File: src/svrw_regs.svh
`ifndef SVRW_REGS_SVH
`define SVRW_REGS_SVH

// ----------------------------------------------------------------------
// Timing figures and derived cycle counts
// ----------------------------------------------------------------------
`define SVRW_CLK_PERIOD_NS   10
`define SVRW_HOLD_MS         140
`define SVRW_HOLD_CYC        ((`SVRW_HOLD_MS * 1000000) / `SVRW_CLK_PERIOD_NS)
`define SVRW_WDOG_MS         1600
`define SVRW_WDOG_CYC        ((`SVRW_WDOG_MS * 1000000) / `SVRW_CLK_PERIOD_NS)
`define SVRW_MRGLITCH_NS     1000
`define SVRW_MRGLITCH_CYC    ((`SVRW_MRGLITCH_NS + `SVRW_CLK_PERIOD_NS - 1) / `SVRW_CLK_PERIOD_NS)
`define SVRW_HOLD_RST        1'b1

`endif

File: src/svrw_pkg.sv
`default_nettype none

package svrw_pkg;

	typedef enum logic [1:0] {
		SVRW_ST_ASSERT,
		SVRW_ST_HOLD,
		SVRW_ST_RUN
	} svrw_state_t;

endpackage

`default_nettype wire

File: src/svrw_debounce.sv
`include "svrw_regs.svh"
`default_nettype none

// Filters the active-low manual reset input: the clean level changes only
// after the raw level has stood for the full settling count.
module svrw_debounce #(
	parameter int unsigned SETTLE = `SVRW_MRGLITCH_CYC
) (
	// Clock and reset
	input  wire logic ref_clk,
	input  wire logic sys_rst,
	// Raw and filtered level
	input  wire logic raw_n,
	output var  logic clean_n
);

	logic [15:0] cnt_q;

	// ----------------------------------------------------------------------
	// Settling counter
	// ----------------------------------------------------------------------
	always_ff @(posedge ref_clk) begin
		if (sys_rst) begin
			cnt_q   <= 16'h0000;
			clean_n <= 1'b1;
		end else if (raw_n == clean_n) begin
			cnt_q <= 16'h0000;
		end else if (cnt_q >= 16'(SETTLE - 1)) begin
			cnt_q   <= 16'h0000;
			clean_n <= raw_n;
		end else begin
			cnt_q <= cnt_q + 16'h0001;
		end
	end

endmodule

`default_nettype wire

File: src/svrw_supervisor.sv
// Functional notes
// - Active-low reset output low on low supply, manual reset or expiry.
// - Active-high reset output high under the same three conditions.
// - After supply recovers, reset held for the hold period, then released.
// - Low manual reset input forces reset; outside party may pull it low.
// - Reset held while manual input low, plus hold period after release.
// - Service input steady beyond watchdog period expires, full hold reset.
// - Watchdog cleared by reset, manual reset, and any service edge.
// - Watchdog disable input suppresses expiry when service input floats.
// - Manual reset input debounced inside the block.
// - Watchdog period is 1.6 s; processor toggles within each period.
// - Watchdog stays cleared during reset, counts from reset release.
// - Service edge detector catches short pulses and clears the watchdog.
`include "svrw_regs.svh"
`default_nettype none

module svrw_supervisor #(
	parameter int unsigned HOLD_CYC  = `SVRW_HOLD_CYC,
	parameter int unsigned WDOG_CYC  = `SVRW_WDOG_CYC,
	parameter int unsigned MR_CYC    = `SVRW_MRGLITCH_CYC,
	parameter bit          OPEN_DRN  = 1'b0
) (
	// Clock and reset
	input  wire logic ref_clk,
	input  wire logic sys_rst,
	// Monitored conditions
	input  wire logic supply_low,
	input  wire logic manual_reset_n,
	input  wire logic watchdog_service_in,
	input  wire logic watchdog_disable,
	// Reset outputs
	output var  logic reset_out_n,
	output var  logic reset_out_n_oe,
	output var  logic reset_out
);

	logic                 mr_clean_n;
	logic                 wdi_q;
	logic                 wdi_edge;
	logic [27:0]          hold_q;
	logic [28:0]          wdog_q;
	logic                 expire;
	logic                 force_rst;
	svrw_pkg::svrw_state_t st_q;

	// ----------------------------------------------------------------------
	// Manual reset filter
	// ----------------------------------------------------------------------
	svrw_debounce #(
		.SETTLE (MR_CYC)
	) u_mr_filter (
		.ref_clk (ref_clk),
		.sys_rst (sys_rst),
		.raw_n   (manual_reset_n),
		.clean_n (mr_clean_n)
	);

	// ----------------------------------------------------------------------
	// Service input edge detection
	// ----------------------------------------------------------------------
	// A 10 ns sample catches any pulse of 10 ns or more.
	always_ff @(posedge ref_clk) begin
		if (sys_rst) begin
			// Tracking the pin during reset avoids a false edge on release.
			wdi_q <= watchdog_service_in;
		end else begin
			wdi_q <= watchdog_service_in;
		end
	end

	assign wdi_edge = wdi_q ^ watchdog_service_in;

	// ----------------------------------------------------------------------
	// Watchdog timer
	// ----------------------------------------------------------------------
	assign expire = (wdog_q >= 29'(WDOG_CYC - 1)) && !watchdog_disable
		&& !wdi_edge;

	always_ff @(posedge ref_clk) begin
		if (sys_rst) begin
			wdog_q <= 29'h0000000;
		end else if (st_q != svrw_pkg::SVRW_ST_RUN || !mr_clean_n
			|| wdi_edge || watchdog_disable || expire) begin
			wdog_q <= 29'h0000000;
		end else begin
			wdog_q <= wdog_q + 29'h0000001;
		end
	end

	// ----------------------------------------------------------------------
	// Reset sequencing
	// ----------------------------------------------------------------------
	assign force_rst = supply_low || !mr_clean_n;

	always_ff @(posedge ref_clk) begin
		if (sys_rst) begin
			st_q   <= svrw_pkg::SVRW_ST_ASSERT;
			hold_q <= 28'h0000000;
		end else begin
			case (st_q)
				svrw_pkg::SVRW_ST_ASSERT: begin
					hold_q <= 28'h0000000;
					if (!force_rst) begin
						st_q <= svrw_pkg::SVRW_ST_HOLD;
					end
				end
				svrw_pkg::SVRW_ST_HOLD: begin
					if (force_rst) begin
						st_q   <= svrw_pkg::SVRW_ST_ASSERT;
						hold_q <= 28'h0000000;
					end else if (hold_q >= 28'(HOLD_CYC - 1)) begin
						st_q   <= svrw_pkg::SVRW_ST_RUN;
						hold_q <= 28'h0000000;
					end else begin
						hold_q <= hold_q + 28'h0000001;
					end
				end
				svrw_pkg::SVRW_ST_RUN: begin
					hold_q <= 28'h0000000;
					if (force_rst) begin
						st_q <= svrw_pkg::SVRW_ST_ASSERT;
					end else if (expire) begin
						st_q <= svrw_pkg::SVRW_ST_HOLD;
					end
				end
				default: begin
					st_q   <= svrw_pkg::SVRW_ST_ASSERT;
					hold_q <= 28'h0000000;
				end
			endcase
		end
	end

	// ----------------------------------------------------------------------
	// Output stage
	// ----------------------------------------------------------------------
	// Both pins load from one next-state term so they switch together.
	logic rst_d;

	always_comb begin
		rst_d = 1'b1;
		case (st_q)
			svrw_pkg::SVRW_ST_ASSERT: rst_d = 1'b1;
			svrw_pkg::SVRW_ST_HOLD:   rst_d = 1'b1;
			svrw_pkg::SVRW_ST_RUN:    rst_d = force_rst || expire;
			default:                  rst_d = 1'b1;
		endcase
	end

	always_ff @(posedge ref_clk) begin
		if (sys_rst) begin
			reset_out_n    <= !`SVRW_HOLD_RST;
			reset_out      <= `SVRW_HOLD_RST;
			reset_out_n_oe <= 1'b1;
		end else begin
			reset_out_n    <= !rst_d;
			reset_out      <= rst_d;
			reset_out_n_oe <= OPEN_DRN ? rst_d : 1'b1;
		end
	end
endmodule

`default_nettype wire

File: config.mk
export PLATFORM = sky130hd
export DESIGN_NAME = svrw_supervisor
export DESIGN_NICKNAME = d
export VERILOG_FILES = /design/src/svrw_pkg.sv /design/src/svrw_debounce.sv /design/src/svrw_supervisor.sv
export VERILOG_INCLUDE_DIRS = /design/src
export SDC_FILE = /design/constraint.sdc
export NUM_CORES = 1
export LEC_CHECK = 0
export ABC_AREA = 1
export BUFFER_PORTS_ARGS = -buffer_cell sky130_fd_sc_hd__buf_2
export CAP_MARGIN = 15
export CORE_MARGIN = 4
export CORE_UTILIZATION = 65
export CTS_CLUSTER_SIZE = 30
export DETAILED_ROUTE_END_ITERATION = 8
export HOLD_SLACK_MARGIN = 0.06
export PLACE_DENSITY = 0.82
export SLEW_MARGIN = 25
export SYNTH_ARGS = -nofsm -noshare
export SYNTH_HDL_FRONTEND = slang
export SYNTH_SLANG_ARGS = --single-unit
export TNS_END_PERCENT = 1
File: constraint.sdc
create_clock -name ref_clk -period 2.4 [get_ports ref_clk]
set_input_delay 0.36 -clock ref_clk [delete_from_list [all_inputs] [get_ports ref_clk]]
set_output_delay 0.36 -clock ref_clk [all_outputs]
set_load 0.01 [all_outputs]
==> results by group, run 1 <==
Synthesis
  – Post-synth top area share: 0.435
  – Most used DFF post-synth: dfxtp_1
  – Post-synth top area cell: dfxtp_1
  – Number of flops mapped to enable cells by yosys: 0
  – Synthesized cell area: 3640 um2
  – Ys Warns: 0
  – Part of the Yosys area used for sequential elements: 0.435
  – Share of flip-flops with an asynchronous set or reset: 0
  – Cells after synthesis: around 470
  – Leading post-synthesis cells by cell area: dfxtp_1 (43%), nand2_1 (9.5%), nor2_1 (9.2%)
  – Syn Area/Cell: 7.68 um2
  – Post-synth cell types: 39
  – Seq cells post-synth: a little under 80

Job
  – Max_cap viols: 0

Die
  – Die W: a little over 80 um
  – Core ar.: 5270 um2
  – I/O pins: 9
  – Starting Density: 0.690
  – DIE AREA: 6860 um2
  – Die height: about 83 um
  – Site Rows: 26

Cells and area
  – Final Util: 0.757
  – Area grow syn2layout: 9.63%
  – Cell area after layout: 3990 um2
  – Finished Layout Cells: 577
  – Net count, final: 511
  – Antenna Cells: 0
  – Commonest cells after routing, fill and taps aside: nand2_1 (92), nor2_1 (89), dfxtp_1 (79)
  – Most common cell after layout, fill and taps aside: nand2_1
  – Share of layout cells above drive strength 1: 0.134

Power and ir drop
  – Peak supply drop: 0.000614 V
  – Pwr dens: 601 nW/um2
  – Final Power: 2.40 mW
  – Leakage: 1.44 nW

Clocking
  – H-tree Lvls: 3
  – Setup bufs post-CTS: 0
  – CTS tree: yes
  – Clock tree buffer depth: 2
  – Clock insertion delay at the later pin of the skew report: 0.35 ns
  – Root buf cell: clkbuf_8
  – Hold_buf cts: 0
  – Clk sinks: 79
  – Worst-path clk slew: around 0.080 ns
  – Post-CTS sizing: 0
  – Inserted Clock Buffers: 9

Route
  – First-pass iteration count of the detailed router: 4
  – Total Wirelength: about 6.3 mm
  – Initial DRC count: between 100 and 150
  – Average wire per standard cell: 10.8 um
  – Post-route DRC: 0
  – Routed vias/inst: 5.05
  – Total number of vias: 2911
  – Post-route ant nets: 0

STA
  – Fin Hold WS: 0.137 ns
  – Final Hold Viols: 0
  – Clock skew: around 0.0078 ns
  – Setup_tns: 0 ns
  – RSZ-0062 raised after global routing: no
  – Post-route setup slack: approximately 0.48 ns
  – Endpoints failing setup: 0
  – Final period utilization: 0.800
  – Fmax: between 500 and 600 MHz
  – Min Clock Period, post-route: 1.92 ns
  – Final-report max-slew violation count: 0

Worst setup path
  – Critical Path Source Type: register
  – Worst EP arrival: 2.19 ns
  – Flop-to-flop setup slack: 0.48 ns
  – Critical path type: register to register
  – Required @ worst endpoint: 2.67 ns
  – CP Max Fanout: 10
  – Worst setup EP type: register

Global routing
  – First-pass GRT wire length: 11.5 mm
  – Met1 usage: 0.243
  – Number of global-route vias before repair: 2823
  – GRT busiest layer: met2
  – Largest net degree at the start of global routing: 22
  – Routing usage on met3: 0.0564
  – Grt total ovfl: 0
  – Antenna violations before repair: 0
  – Met2 Usage GRT: 0.343
  – Overall Global Routing Usage: 0.199

Place
  – RePlAce Congestion: 0.781
  – Placed insts: 561
  – Detail Placement HPWL: 4.69 mm
  – # port buffers: 7
  – Placed Area: 3790 um2
  – Post-place setup slack: 0.570 ns

Status
  – Status: finished clean

Worst hold path
  – HP Class: primary input to register
[kinds of logic (layout without fill, tap and decap cells)]
logic type / Yosys count / after routing / share of synthesized area
AO/OA/AOI/OAI: 38 / 38 / 0.0622
other: 2 / 15 / 0.00206
AND/OR/NAND/NOR: 269 / 269 / 0.373
flip-flops: 79 / 79 / 0.435
XOR/XNOR: 20 / 20 / 0.0481
buffers and inverters: 63 / 83 / 0.0698
adder cells (fa/ha/maj): 3 / 3 / 0.0103
[registers in the layout (all words and copies together), names as in the netlist]
register and flops:
wdog_q 29, hold_q 28, u_mr_filter.cnt_q 16, st_q 2, reset_out 1, reset_out_n 1, u_mr_filter.clean_n 1, wdi_q 1
[power by group]
| group | internal [mW] | switching (mW) | total (mW) |
|---|---|---|---|
| Clock | 0.513 | 0.469 | 0.982 |
| Combinational | 0.0266 | 0.0418 | 0.0684 |
| Sequential | 1.33 | 0.0149 | 1.35 |
| Total | 1.87 | 0.526 | 2.40 |
[routing by layer]
layer / wire (um) / vias up / part of all wire
met3: 221 / 11 / 0.035
met4: 72 / 0 / 0.012
met1: 2820 / 1308 / 0.45
li1: - / 1540 / -
met2: 3140 / 52 / 0.50
met5: 0 / - / 0
[final cells by class]
class                           instances  area, um2
Clock buffer                           12        145
Clock inverter                          4       55.1
Fill cell                             396       1280
Inverter                               58        218
Multi-Input combinational cell        345       1850
Sequential cell                        79       1580
Tap cell                               70       87.6
Timing Repair Buffer                    9       50.0
[path summary, 6_finish.rpt]
check,startpoint,endpoint,cells after the start
worst min register to register,hold_q[0]$_SDFF_PP0_,hold_q[0]$_SDFF_PP0_,1
worst max register to register,hold_q[0]$_SDFF_PP0_,hold_q[4]$_SDFF_PP0_,11
worst max-delay path,hold_q[0]$_SDFF_PP0_,hold_q[4]$_SDFF_PP0_,11
worst min-delay path,watchdog_service_in,wdi_q$_DFF_P_,1
[critical path, stage by stage (launching register included)]
cell,delay [ns]
dfxtp_1,0.33
ha_1,0.21
nand2_1,0.12
nor2_4,0.07
nand2_2,0.10
inv_1,0.06
nor2_1,0.14
nor2_1,0.09
nor2_2,0.12
nand2_1,0.19
buf_4,0.24
nor3b_2,0.16
[cell usage after synthesis (2+ instances only)]
cell,instances
nor3b_2,7
buf_2,2
nor2_2,5
conb_1,2
a31oi_1,4
nand3_2,3
nand2_2,5
inv_2,5
nor2_1,89
o21ai_1,4
inv_1,53
nor3_4,2
xnor2_1,7
nor3_1,20
a21oi_1,15
xor2_1,13
nor2_4,10
nand4_1,9
nor3_2,3
nor4_1,3
dfxtp_1,79
buf_4,2
nand3_1,15
ha_1,3
o21a_1,2
nand2_1,92
o21ai_0,7
o211a_1,2
Note: power is estimated with default switching activity, not from simulation.
==> run 2, diff against run 1 <==
--- a/config.mk
+++ b/config.mk
@@ -10,11 +10,11 @@
 export BUFFER_PORTS_ARGS = -buffer_cell sky130_fd_sc_hd__buf_2
 export CAP_MARGIN = 15
 export CORE_MARGIN = 4
-export CORE_UTILIZATION = 65
+export CORE_UTILIZATION = 56
 export CTS_CLUSTER_SIZE = 30
 export DETAILED_ROUTE_END_ITERATION = 8
 export HOLD_SLACK_MARGIN = 0.06
-export PLACE_DENSITY = 0.82
+export PLACE_DENSITY = 0.75
 export SLEW_MARGIN = 25
 export SYNTH_ARGS = -nofsm -noshare
 export SYNTH_HDL_FRONTEND = slang
==> constraint.sdc (replaced) <==
create_clock -name ref_clk -period 1.7 [get_ports ref_clk]
set_input_delay 0.255 -clock ref_clk [delete_from_list [all_inputs] [get_ports ref_clk]]
set_output_delay 0.255 -clock ref_clk [all_outputs]
set_load 0.01 [all_outputs]
==> results by group, run 2 (synthesis gave the netlist of run 1 again) <==
Status
  – Status: finished clean (unchanged)

Worst setup path
  – Worst setup EP type: register (unchanged)
  – Critical path origin: wdog_q[0]$_SDFF_PP0_ (was hold_q[0]$_SDFF_PP0_)
  – Worst EP arrival: 1.96 ns (was 2.19 ns)
  – Critical Path Source Type: register (unchanged)
  – CP Max Fanout: 4 (was 10)
  – Reg-to-reg startpoint: wdog_q[0]$_SDFF_PP0_ (was hold_q[0]$_SDFF_PP0_)
  – Required @ worst endpoint: 1.96 ns (was 2.67 ns)
  – Critical path type: register to register (unchanged)

Worst hold path
  – HP Class: primary input to register (unchanged)
  – Hold_sp: sys_rst (was watchdog_service_in)

Cells and area
  – Max reg flops: 29 (unchanged)
  – Reg with most FFs: wdog_q (unchanged)
  – Share of layout cells above drive strength 1: 0.220 (was 0.134)
  – Net count, final: 531 (was 511)
  – Commonest cells after routing, fill and taps aside: nor2_1 (86), nand2_1 (84), dfxtp_1 (73) (was nand2_1 (92), nor2_1 (89), dfxtp_1 (79))
  – Register area: 1590 um2 (was 1580 um2)
  – Regs by FF count: wdog_q: 29 flops, hold_q: 28 flops, u_mr_filter.cnt_q: 16 flops (unchanged)
  – Most common cell after layout, fill and taps aside: nor2_1 (was nand2_1)
  – Multi-input gate area: 1970 um2 (was 1850 um2)
  – Fill cells: 543 (was 396)
  – Area grow syn2layout: 17.9% (was 9.63%)

Route
  – Total Wirelength: 7.04 mm (was 6.26 mm)
  – Initial DRC count: 106 (was 118)
  – First-pass iteration count of the detailed router: 4 (unchanged)
  – Post-route ant nets: 0 (unchanged)
  – Routed vias/inst: 5.00 (was 5.05)
  – Post-route DRC: 0 (unchanged)
  – Total number of vias: 3027 (was 2911)
  – Average wire per standard cell: 11.6 um (was 10.8 um)

Global routing
  – Number of global-route vias before repair: 2892 (was 2823)
  – Antenna violations before repair: 0 (unchanged)
  – Overall Global Routing Usage: 0.193 (was 0.199)
  – First-pass GRT wire length: 11.7 mm (was 11.5 mm)
  – Largest net degree at the start of global routing: 17 (was 22)
  – Grt total ovfl: 0 (unchanged)

Die
  – Site Rows: 29 (was 26)
  – DIE AREA: 7850 um2 (was 6860 um2)
  – I/O pins: 9 (unchanged)
  – Die W: 88.6 um (was 82.8 um)
  – Core ar.: 6310 um2 (was 5270 um2)
  – Die height: 88.6 um (was 82.8 um)
  – Starting Density: 0.576 (was 0.690)

Power and ir drop
  – Sw frac: 0.249 (was 0.219)
  – Clock power share: 0.387 (was 0.409)
  – Pwr dens: 766 nW/um2 (was 601 nW/um2)
  – Combinational share of power: 0.034 (was 0.029)
  – NetSw: 820 uW (was 526 uW)
  – Internal power: 2.47 mW (was 1.87 mW)
  – Peak supply drop: 0.000500 V (was 0.000614 V)
  – Leakage: 1.57 nW (was 1.44 nW)
  – Register share of total power: 0.579 (was 0.562)

STA
  – Fin Hold WS: 0.0905 ns (was 0.137 ns)
  – Min Clock Period, post-route: 1.69 ns (was 1.92 ns)
  – RSZ-0062 raised after global routing: yes (was no)
  – Fmax: 591 MHz (was 521 MHz)
  – Final-report max-slew violation count: 0 (unchanged)
  – Setup_tns: 0 ns (unchanged)
  – Final period utilization: 0.996 (was 0.800)
  – Endpoints failing setup: 0 (unchanged)
  – Final Hold Viols: 0 (unchanged)
  – Clock skew: 0.0106 ns (was 0.00778 ns)

Clocking
  – Clk sinks: 79 (unchanged)
  – Root buf cell: clkbuf_8 (unchanged)
  – H-tree Lvls: 3 (unchanged)
  – Clock tree buffer depth: 2 (unchanged)
  – CTS tree: yes (unchanged)
  – Inserted Clock Buffers: 9 (unchanged)
  – Clock insertion delay at the later pin of the skew report: 0.36 ns (was 0.35 ns)
  – Worst-path clk slew: 0.09 ns (was 0.08 ns)

Place
  – RePlAce Congestion: 0.878 (was 0.781)
  – Detail Placement HPWL: 4.97 mm (was 4.69 mm)
  – # port buffers: 7 (unchanged)

Job
  – Max_cap viols: 0 (unchanged)
[run 2: cell types whose count changed in the layout (fill, tap and decap cells not counted), sizes merged]
cell,before,now
clkbuf,12,9
buf,9,28
bufinv,1,0
dlygate4sd3,0,1
inv,58,60
clkinvlp,1,2
clkinv,2,3
diode,0,1
[run 2: per-layer routing]
metal / share of wire / GRT usage / vias up
met3: 0.029 / 0.0391 / 15
met5: 0 / 0 / -
met1: 0.43 / 0.212 / 1382
met2: 0.52 / 0.345 / 40
met4: 0.022 / 0.106 / 0
li1: - / - / 1590
[run 2: timing repair]
action	in CTS	in global routing
pin swaps	1	14
resized for setup	2	37
setup buffers	1	7
hold endpoints to repair	1	0
setup endpoints to repair	7	57
hold buffers	1	0
[run 2: power groups by stage]
stage               clock, mW  combinational, mW  sequential [mW]
floorplan                   0             0.0749             1.94
CTS                      1.30              0.104             1.90
global placement            0             0.0957             1.94
detailed placement          0              0.100             1.95
finish                   1.27              0.111             1.90
global route             1.39              0.131             1.91
[run 2: worst paths after layout]
check	end	slack, ns	cells past startpoint
setup / recovery	wdog_q[26]$_SDFF_PP0_	0.007	10
setup reg to reg	wdog_q[26]$_SDFF_PP0_	0.007	10
hold / removal	reset_out_n$_SDFF_PP0_	0.09	2
hold reg to reg	wdog_q[0]$_SDFF_PP0_	0.45	1
[run 2: cell type report]
class,count,area share
timing repair buffer,29,0.0548
tap,77,0.0225
sequential,79,0.371
inverter,58,0.0507
antenna,1,0.000583
multi-input combinational,345,0.459
clock buffer,9,0.0289
clock inverter,7,0.0128
[run 2: per-stage QoR]
step	cells	total power [mW]	setup slack [ns]	utilization	area (um2)
5_1_grt	604	3.43	-0.111	0.679	4290
3_5_place_dp	579	2.05	-0.0241	0.619	3910
6_report	605	3.29	0.00703	0.680	4290
2_1_floorplan	487	2.02	0.138	-	3690
4_1_cts	597	3.31	-0.000141	0.651	4110
3_3_place_gp	579	2.04	-0.00586	0.619	3910
[run 2: critical path, cell delays in order (launching register included)]
cell and delay, ns:
dfxtp_4 0.38, ha_4 0.15, nand2_4 0.07, nor2_4 0.14, nand2_4 0.08, nor2_4 0.16
nand3_4 0.10, nor3_4 0.25, nand3_2 0.09, o21ai_1 0.12, nor2_1 0.05
==> run 3, diff against run 2 <==
--- a/config.mk
+++ b/config.mk
@@ -10,13 +10,13 @@
 export BUFFER_PORTS_ARGS = -buffer_cell sky130_fd_sc_hd__buf_2
 export CAP_MARGIN = 15
 export CORE_MARGIN = 4
-export CORE_UTILIZATION = 56
+export CORE_UTILIZATION = 42
 export CTS_CLUSTER_SIZE = 30
 export DETAILED_ROUTE_END_ITERATION = 8
 export HOLD_SLACK_MARGIN = 0.06
-export PLACE_DENSITY = 0.75
 export SLEW_MARGIN = 25
 export SYNTH_ARGS = -nofsm -noshare
 export SYNTH_HDL_FRONTEND = slang
+export SYNTH_HIERARCHICAL = 1
 export SYNTH_SLANG_ARGS = --single-unit
 export TNS_END_PERCENT = 1
==> results by group, run 3 <==
Global routing
  – Number of global-route vias before repair: 2840 (was 2892)
  – Antenna violations before repair: 0 (unchanged)
  – Largest net degree at the start of global routing: 14 (was 17)
  – Overall Global Routing Usage: 0.140 (was 0.193)
  – Grt total ovfl: 0 (unchanged)
  – First-pass GRT wire length: 11.8 mm (was 11.7 mm)

Synthesis
  – Cells after synthesis: 487 (was 474)
  – Adder-cell share of the synthesized area: 0.0101 (was 0.0103)
  – Commonest cells in the netlist: nand2_1 (91), dfxtp_1 (79), nor2_1 (74) (was nand2_1 (92), nor2_1 (89), dfxtp_1 (79))
  – Post-synth cell types: 40 (was 39)
  – Synthesized cell area: 3710 um2 (was 3640 um2)
  – Leading post-synthesis cells by cell area: dfxtp_1 (43%), nand2_1 (9.2%), nor2_1 (7.5%) (was dfxtp_1 (43%), nand2_1 (9.5%), nor2_1 (9.2%))
  – Share of flip-flops with an asynchronous set or reset: 0 (unchanged)
  – Largest family of logic cells by synthesized area: simple AND/OR/NAND/NOR gates (unchanged)
  – Seq cells post-synth: 79 (unchanged)
  – Part of the Yosys area used for sequential elements: 0.426 (was 0.435)
  – Top-count cell post-synth: nand2_1 (unchanged)
  – Post-synth top area share: 0.426 (was 0.435)
  – Most used DFF post-synth: dfxtp_1 (unchanged)
  – Post-synth top area cell: dfxtp_1 (unchanged)
  – Synth Area in Simple Gates: 0.376 (was 0.373)
  – Number of flops mapped to enable cells by yosys: 0 (unchanged)
  – Syn Area/Cell: 7.62 um2 (was 7.68 um2)
  – Ys Warns: 6 (was 0)
  – Compound-gate portion of the synthesized area: 0.0540 (was 0.0622)
  – Synth Area in XOR/XNOR: 0.0543 (was 0.0481)
  – Mux contribution to synthesized area: 0 (unchanged)

Worst setup path
  – Required @ worst endpoint: 1.95 ns (was 1.96 ns)
  – CP Max Fanout: 3 (was 4)
  – Reg2reg path depth: 12 (was 10)
  – FF-to-FF End: hold_q[18]$_SDFF_PP0_ (was wdog_q[26]$_SDFF_PP0_)
  – Reg-to-reg startpoint: hold_q[1]$_SDFF_PP0_ (was wdog_q[0]$_SDFF_PP0_)
  – Worst EP arrival: 1.92 ns (was 1.96 ns)
  – Worst setup endpoint: hold_q[18]$_SDFF_PP0_ (was wdog_q[26]$_SDFF_PP0_)
  – Critical path type: register to register (unchanged)
  – Worst setup EP type: register (unchanged)
  – Flop-to-flop setup slack: 0.03 ns (was 0.007 ns)
  – Critical path origin: hold_q[1]$_SDFF_PP0_ (was wdog_q[0]$_SDFF_PP0_)
  – Critical Path Source Type: register (unchanged)

Die
  – Starting Density: 0.429 (was 0.576)
  – Die W: 102 um (was 88.6 um)
  – Core ar.: 8640 um2 (was 6310 um2)
  – Die height: 102 um (was 88.6 um)
  – DIE AREA: 10400 um2 (was 7850 um2)
  – I/O pins: 9 (unchanged)
  – Site Rows: 34 (was 29)

STA
  – Final period utilization: 0.982 (was 0.996)
  – Final-report max-slew violation count: 0 (unchanged)
  – Setup_tns: 0 ns (unchanged)
  – Clock skew: 0.0118 ns (was 0.0106 ns)
  – Min Clock Period, post-route: 1.67 ns (was 1.69 ns)
  – Fmax: 599 MHz (was 591 MHz)
  – Fin Hold WS: 0.127 ns (was 0.0905 ns)
  – Endpoints failing setup: 0 (unchanged)
  – Final Hold Viols: 0 (unchanged)
  – RSZ-0062 raised after global routing: yes (unchanged)

Route
  – Post-route DRC: 0 (unchanged)
  – Total number of vias: 3003 (was 3027)
  – Average wire per standard cell: 9.96 um (was 11.6 um)
  – Post-route ant nets: 0 (unchanged)
  – First-pass iteration count of the detailed router: 4 (unchanged)
  – Routed vias/inst: 4.58 (was 5.00)
  – Initial DRC count: 61 (was 106)
  – Total Wirelength: 6.53 mm (was 7.04 mm)

Power and ir drop
  – NetSw: 758 uW (was 820 uW)
  – Sw frac: 0.223 (was 0.249)
  – Peak supply drop: 0.000442 V (was 0.000500 V)
  – Clock power share: 0.406 (was 0.387)
  – Internal power: 2.65 mW (was 2.47 mW)
  – Leakage: 1.77 nW (was 1.57 nW)
  – Register share of total power: 0.557 (was 0.579)
  – Combinational share of power: 0.037 (was 0.034)
  – Pwr dens: 765 nW/um2 (was 766 nW/um2)

Clocking
  – Worst-path clk slew: 0.08 ns (was 0.09 ns)
  – Clk sinks: 79 (unchanged)
  – Inserted Clock Buffers: 9 (unchanged)
  – Clock tree buffer depth: 2 (unchanged)
  – Root buf cell: clkbuf_8 (unchanged)
  – CTS tree: yes (unchanged)
  – Clock insertion delay at the later pin of the skew report: 0.35 ns (was 0.36 ns)
  – H-tree Lvls: 3 (unchanged)

Worst hold path
  – HP Class: primary input to register (unchanged)
  – Hold path depth: 2 (unchanged)

Cells and area
  – Area grow syn2layout: 19.9% (was 17.9%)
  – Final Util: 0.515 (was 0.680)
  – Antenna Cells: 0 (was 1)
  – Fill cells: 844 (was 543)
  – Reg with most FFs: wdog_q (unchanged)
  – Max reg flops: 29 (unchanged)
  – Commonest cells after routing, fill and taps aside: nand2_1 (89), dfxtp_1 (72), nor2_1 (70) (was nor2_1 (86), nand2_1 (84), dfxtp_1 (73))
  – Regs by FF count: wdog_q: 29 flops, hold_q: 28 flops, u_mr_filter/cnt_q: 16 flops (was wdog_q: 29 flops, hold_q: 28 flops, u_mr_filter.cnt_q: 16 flops)
  – Most common cell after layout, fill and taps aside: nand2_1 (was nor2_1)
  – Net count, final: 553 (was 531)
  – Finished Layout Cells: 656 (was 605)
  – Share of layout cells above drive strength 1: 0.241 (was 0.220)

Place
  – Detail Placement HPWL: 4.89 mm (was 4.97 mm)
  – Placed insts: 631 (was 579)
  – RePlAce Congestion: 0.787 (was 0.878)
  – # port buffers: 7 (unchanged)

Job
  – Max_cap viols: 0 (unchanged)

Status
  – Status: finished clean (unchanged)
[run 3: changes by cell type after synthesis, sizes merged, moves of 3 or more]
cell and delta:
xor2 +4, nand2 +4, inv +10, o21ai +3, nand3 +7, nor3b -5
nor2 -4, nor3 -4
[run 3: how the worst min path moves through the flow]
| stage | slack, ns | to | start |
|---|---|---|---|
| floorplan | 0.28 | wdi_q$_DFF_P_ | watchdog_service_in |
| global placement | 0.38 | wdi_q$_DFF_P_ | watchdog_service_in |
| detailed placement | 0.39 | wdi_q$_DFF_P_ | watchdog_service_in |
| CTS | 0.1 | reset_out_n$_SDFF_PP0_ | sys_rst |
| global route | 0.11 | reset_out_n$_SDFF_PP0_ | sys_rst |
| finish | 0.13 | reset_out_n$_SDFF_PP0_ | sys_rst |
[run 3: final cells by class]
cell class / count / area, um2 / share of cell area
inverter: 68 / 255 / 0.0574
tap: 108 / 135 / 0.0304
sequential: 79 / 1590 / 0.358
timing repair buffer: 39 / 307 / 0.0689
clock inverter: 5 / 56.3 / 0.0127
multi-input combinational: 347 / 1970 / 0.442
clock buffer: 10 / 138 / 0.0310
[run 3: worst max-delay path: stages, from the launching register on]
cell and delay (ns):
dfxtp_2 0.36, ha_4 0.14, nand2_2 0.06, inv_2 0.08
nand3_2 0.08, nor2_4 0.13, nand2_2 0.09, nor2_4 0.16
nand2_4 0.09, nor3_4 0.21, nand3_1 0.09, nand2_1 0.06
nor2_1 0.04
[run 3: per-layer routing]
layer / track usage / wire length [um] / part of all wire / vias up
li1: - / - / - / 1620
met1: 0.178 / 3190 / 0.49 / 1345
met2: 0.223 / 3050 / 0.47 / 30
met3: 0.0423 / 207 / 0.032 / 8
met4: 0.0545 / 85 / 0.013 / 0
met5: 0 / 0 / 0 / -
[run 3: kinds of logic (layout without fill, tap and decap cells)]
family                     count (synthesis)  after routing
AOI/OAI and AO/OA                         37             37
xor gates and xnor gates                  23             23
adders and majority gates                  3              3
buffers and inverters                     73            122
DFF                                       79             79
other                                      3             15
and+or+nand+nor                          269            269
[run 3: what timing repair did]
item                       4_1_cts  5_1_grt
gates resized for setup          2       26
hold endpoints to repair         1        0
setup endpoints to repair        4       41
hold buffers                     1        0
buffers inserted                 0        9
pin swaps                        2       15
[run 3: per-stage QoR]
stage	power, mW	area [um2]	setup WS, ns
after floorplan	2.02	3750	0.115
after global placement	2.06	4090	0.0377
after detailed placement	2.06	4090	-0.0170
after CTS	3.46	4290	0.00751
after global routing	3.56	4450	-0.120
final	3.40	4450	0.0298
[run 3: power by group through the flow]
stage | Clock, mW | Combinational (mW) | Sequential, mW
floorplan | 0 | 0.0785 | 1.94
global placement | 0 | 0.121 | 1.94
detailed placement | 0 | 0.122 | 1.94
CTS | 1.44 | 0.124 | 1.90
global route | 1.51 | 0.143 | 1.90
finish | 1.38 | 0.125 | 1.90
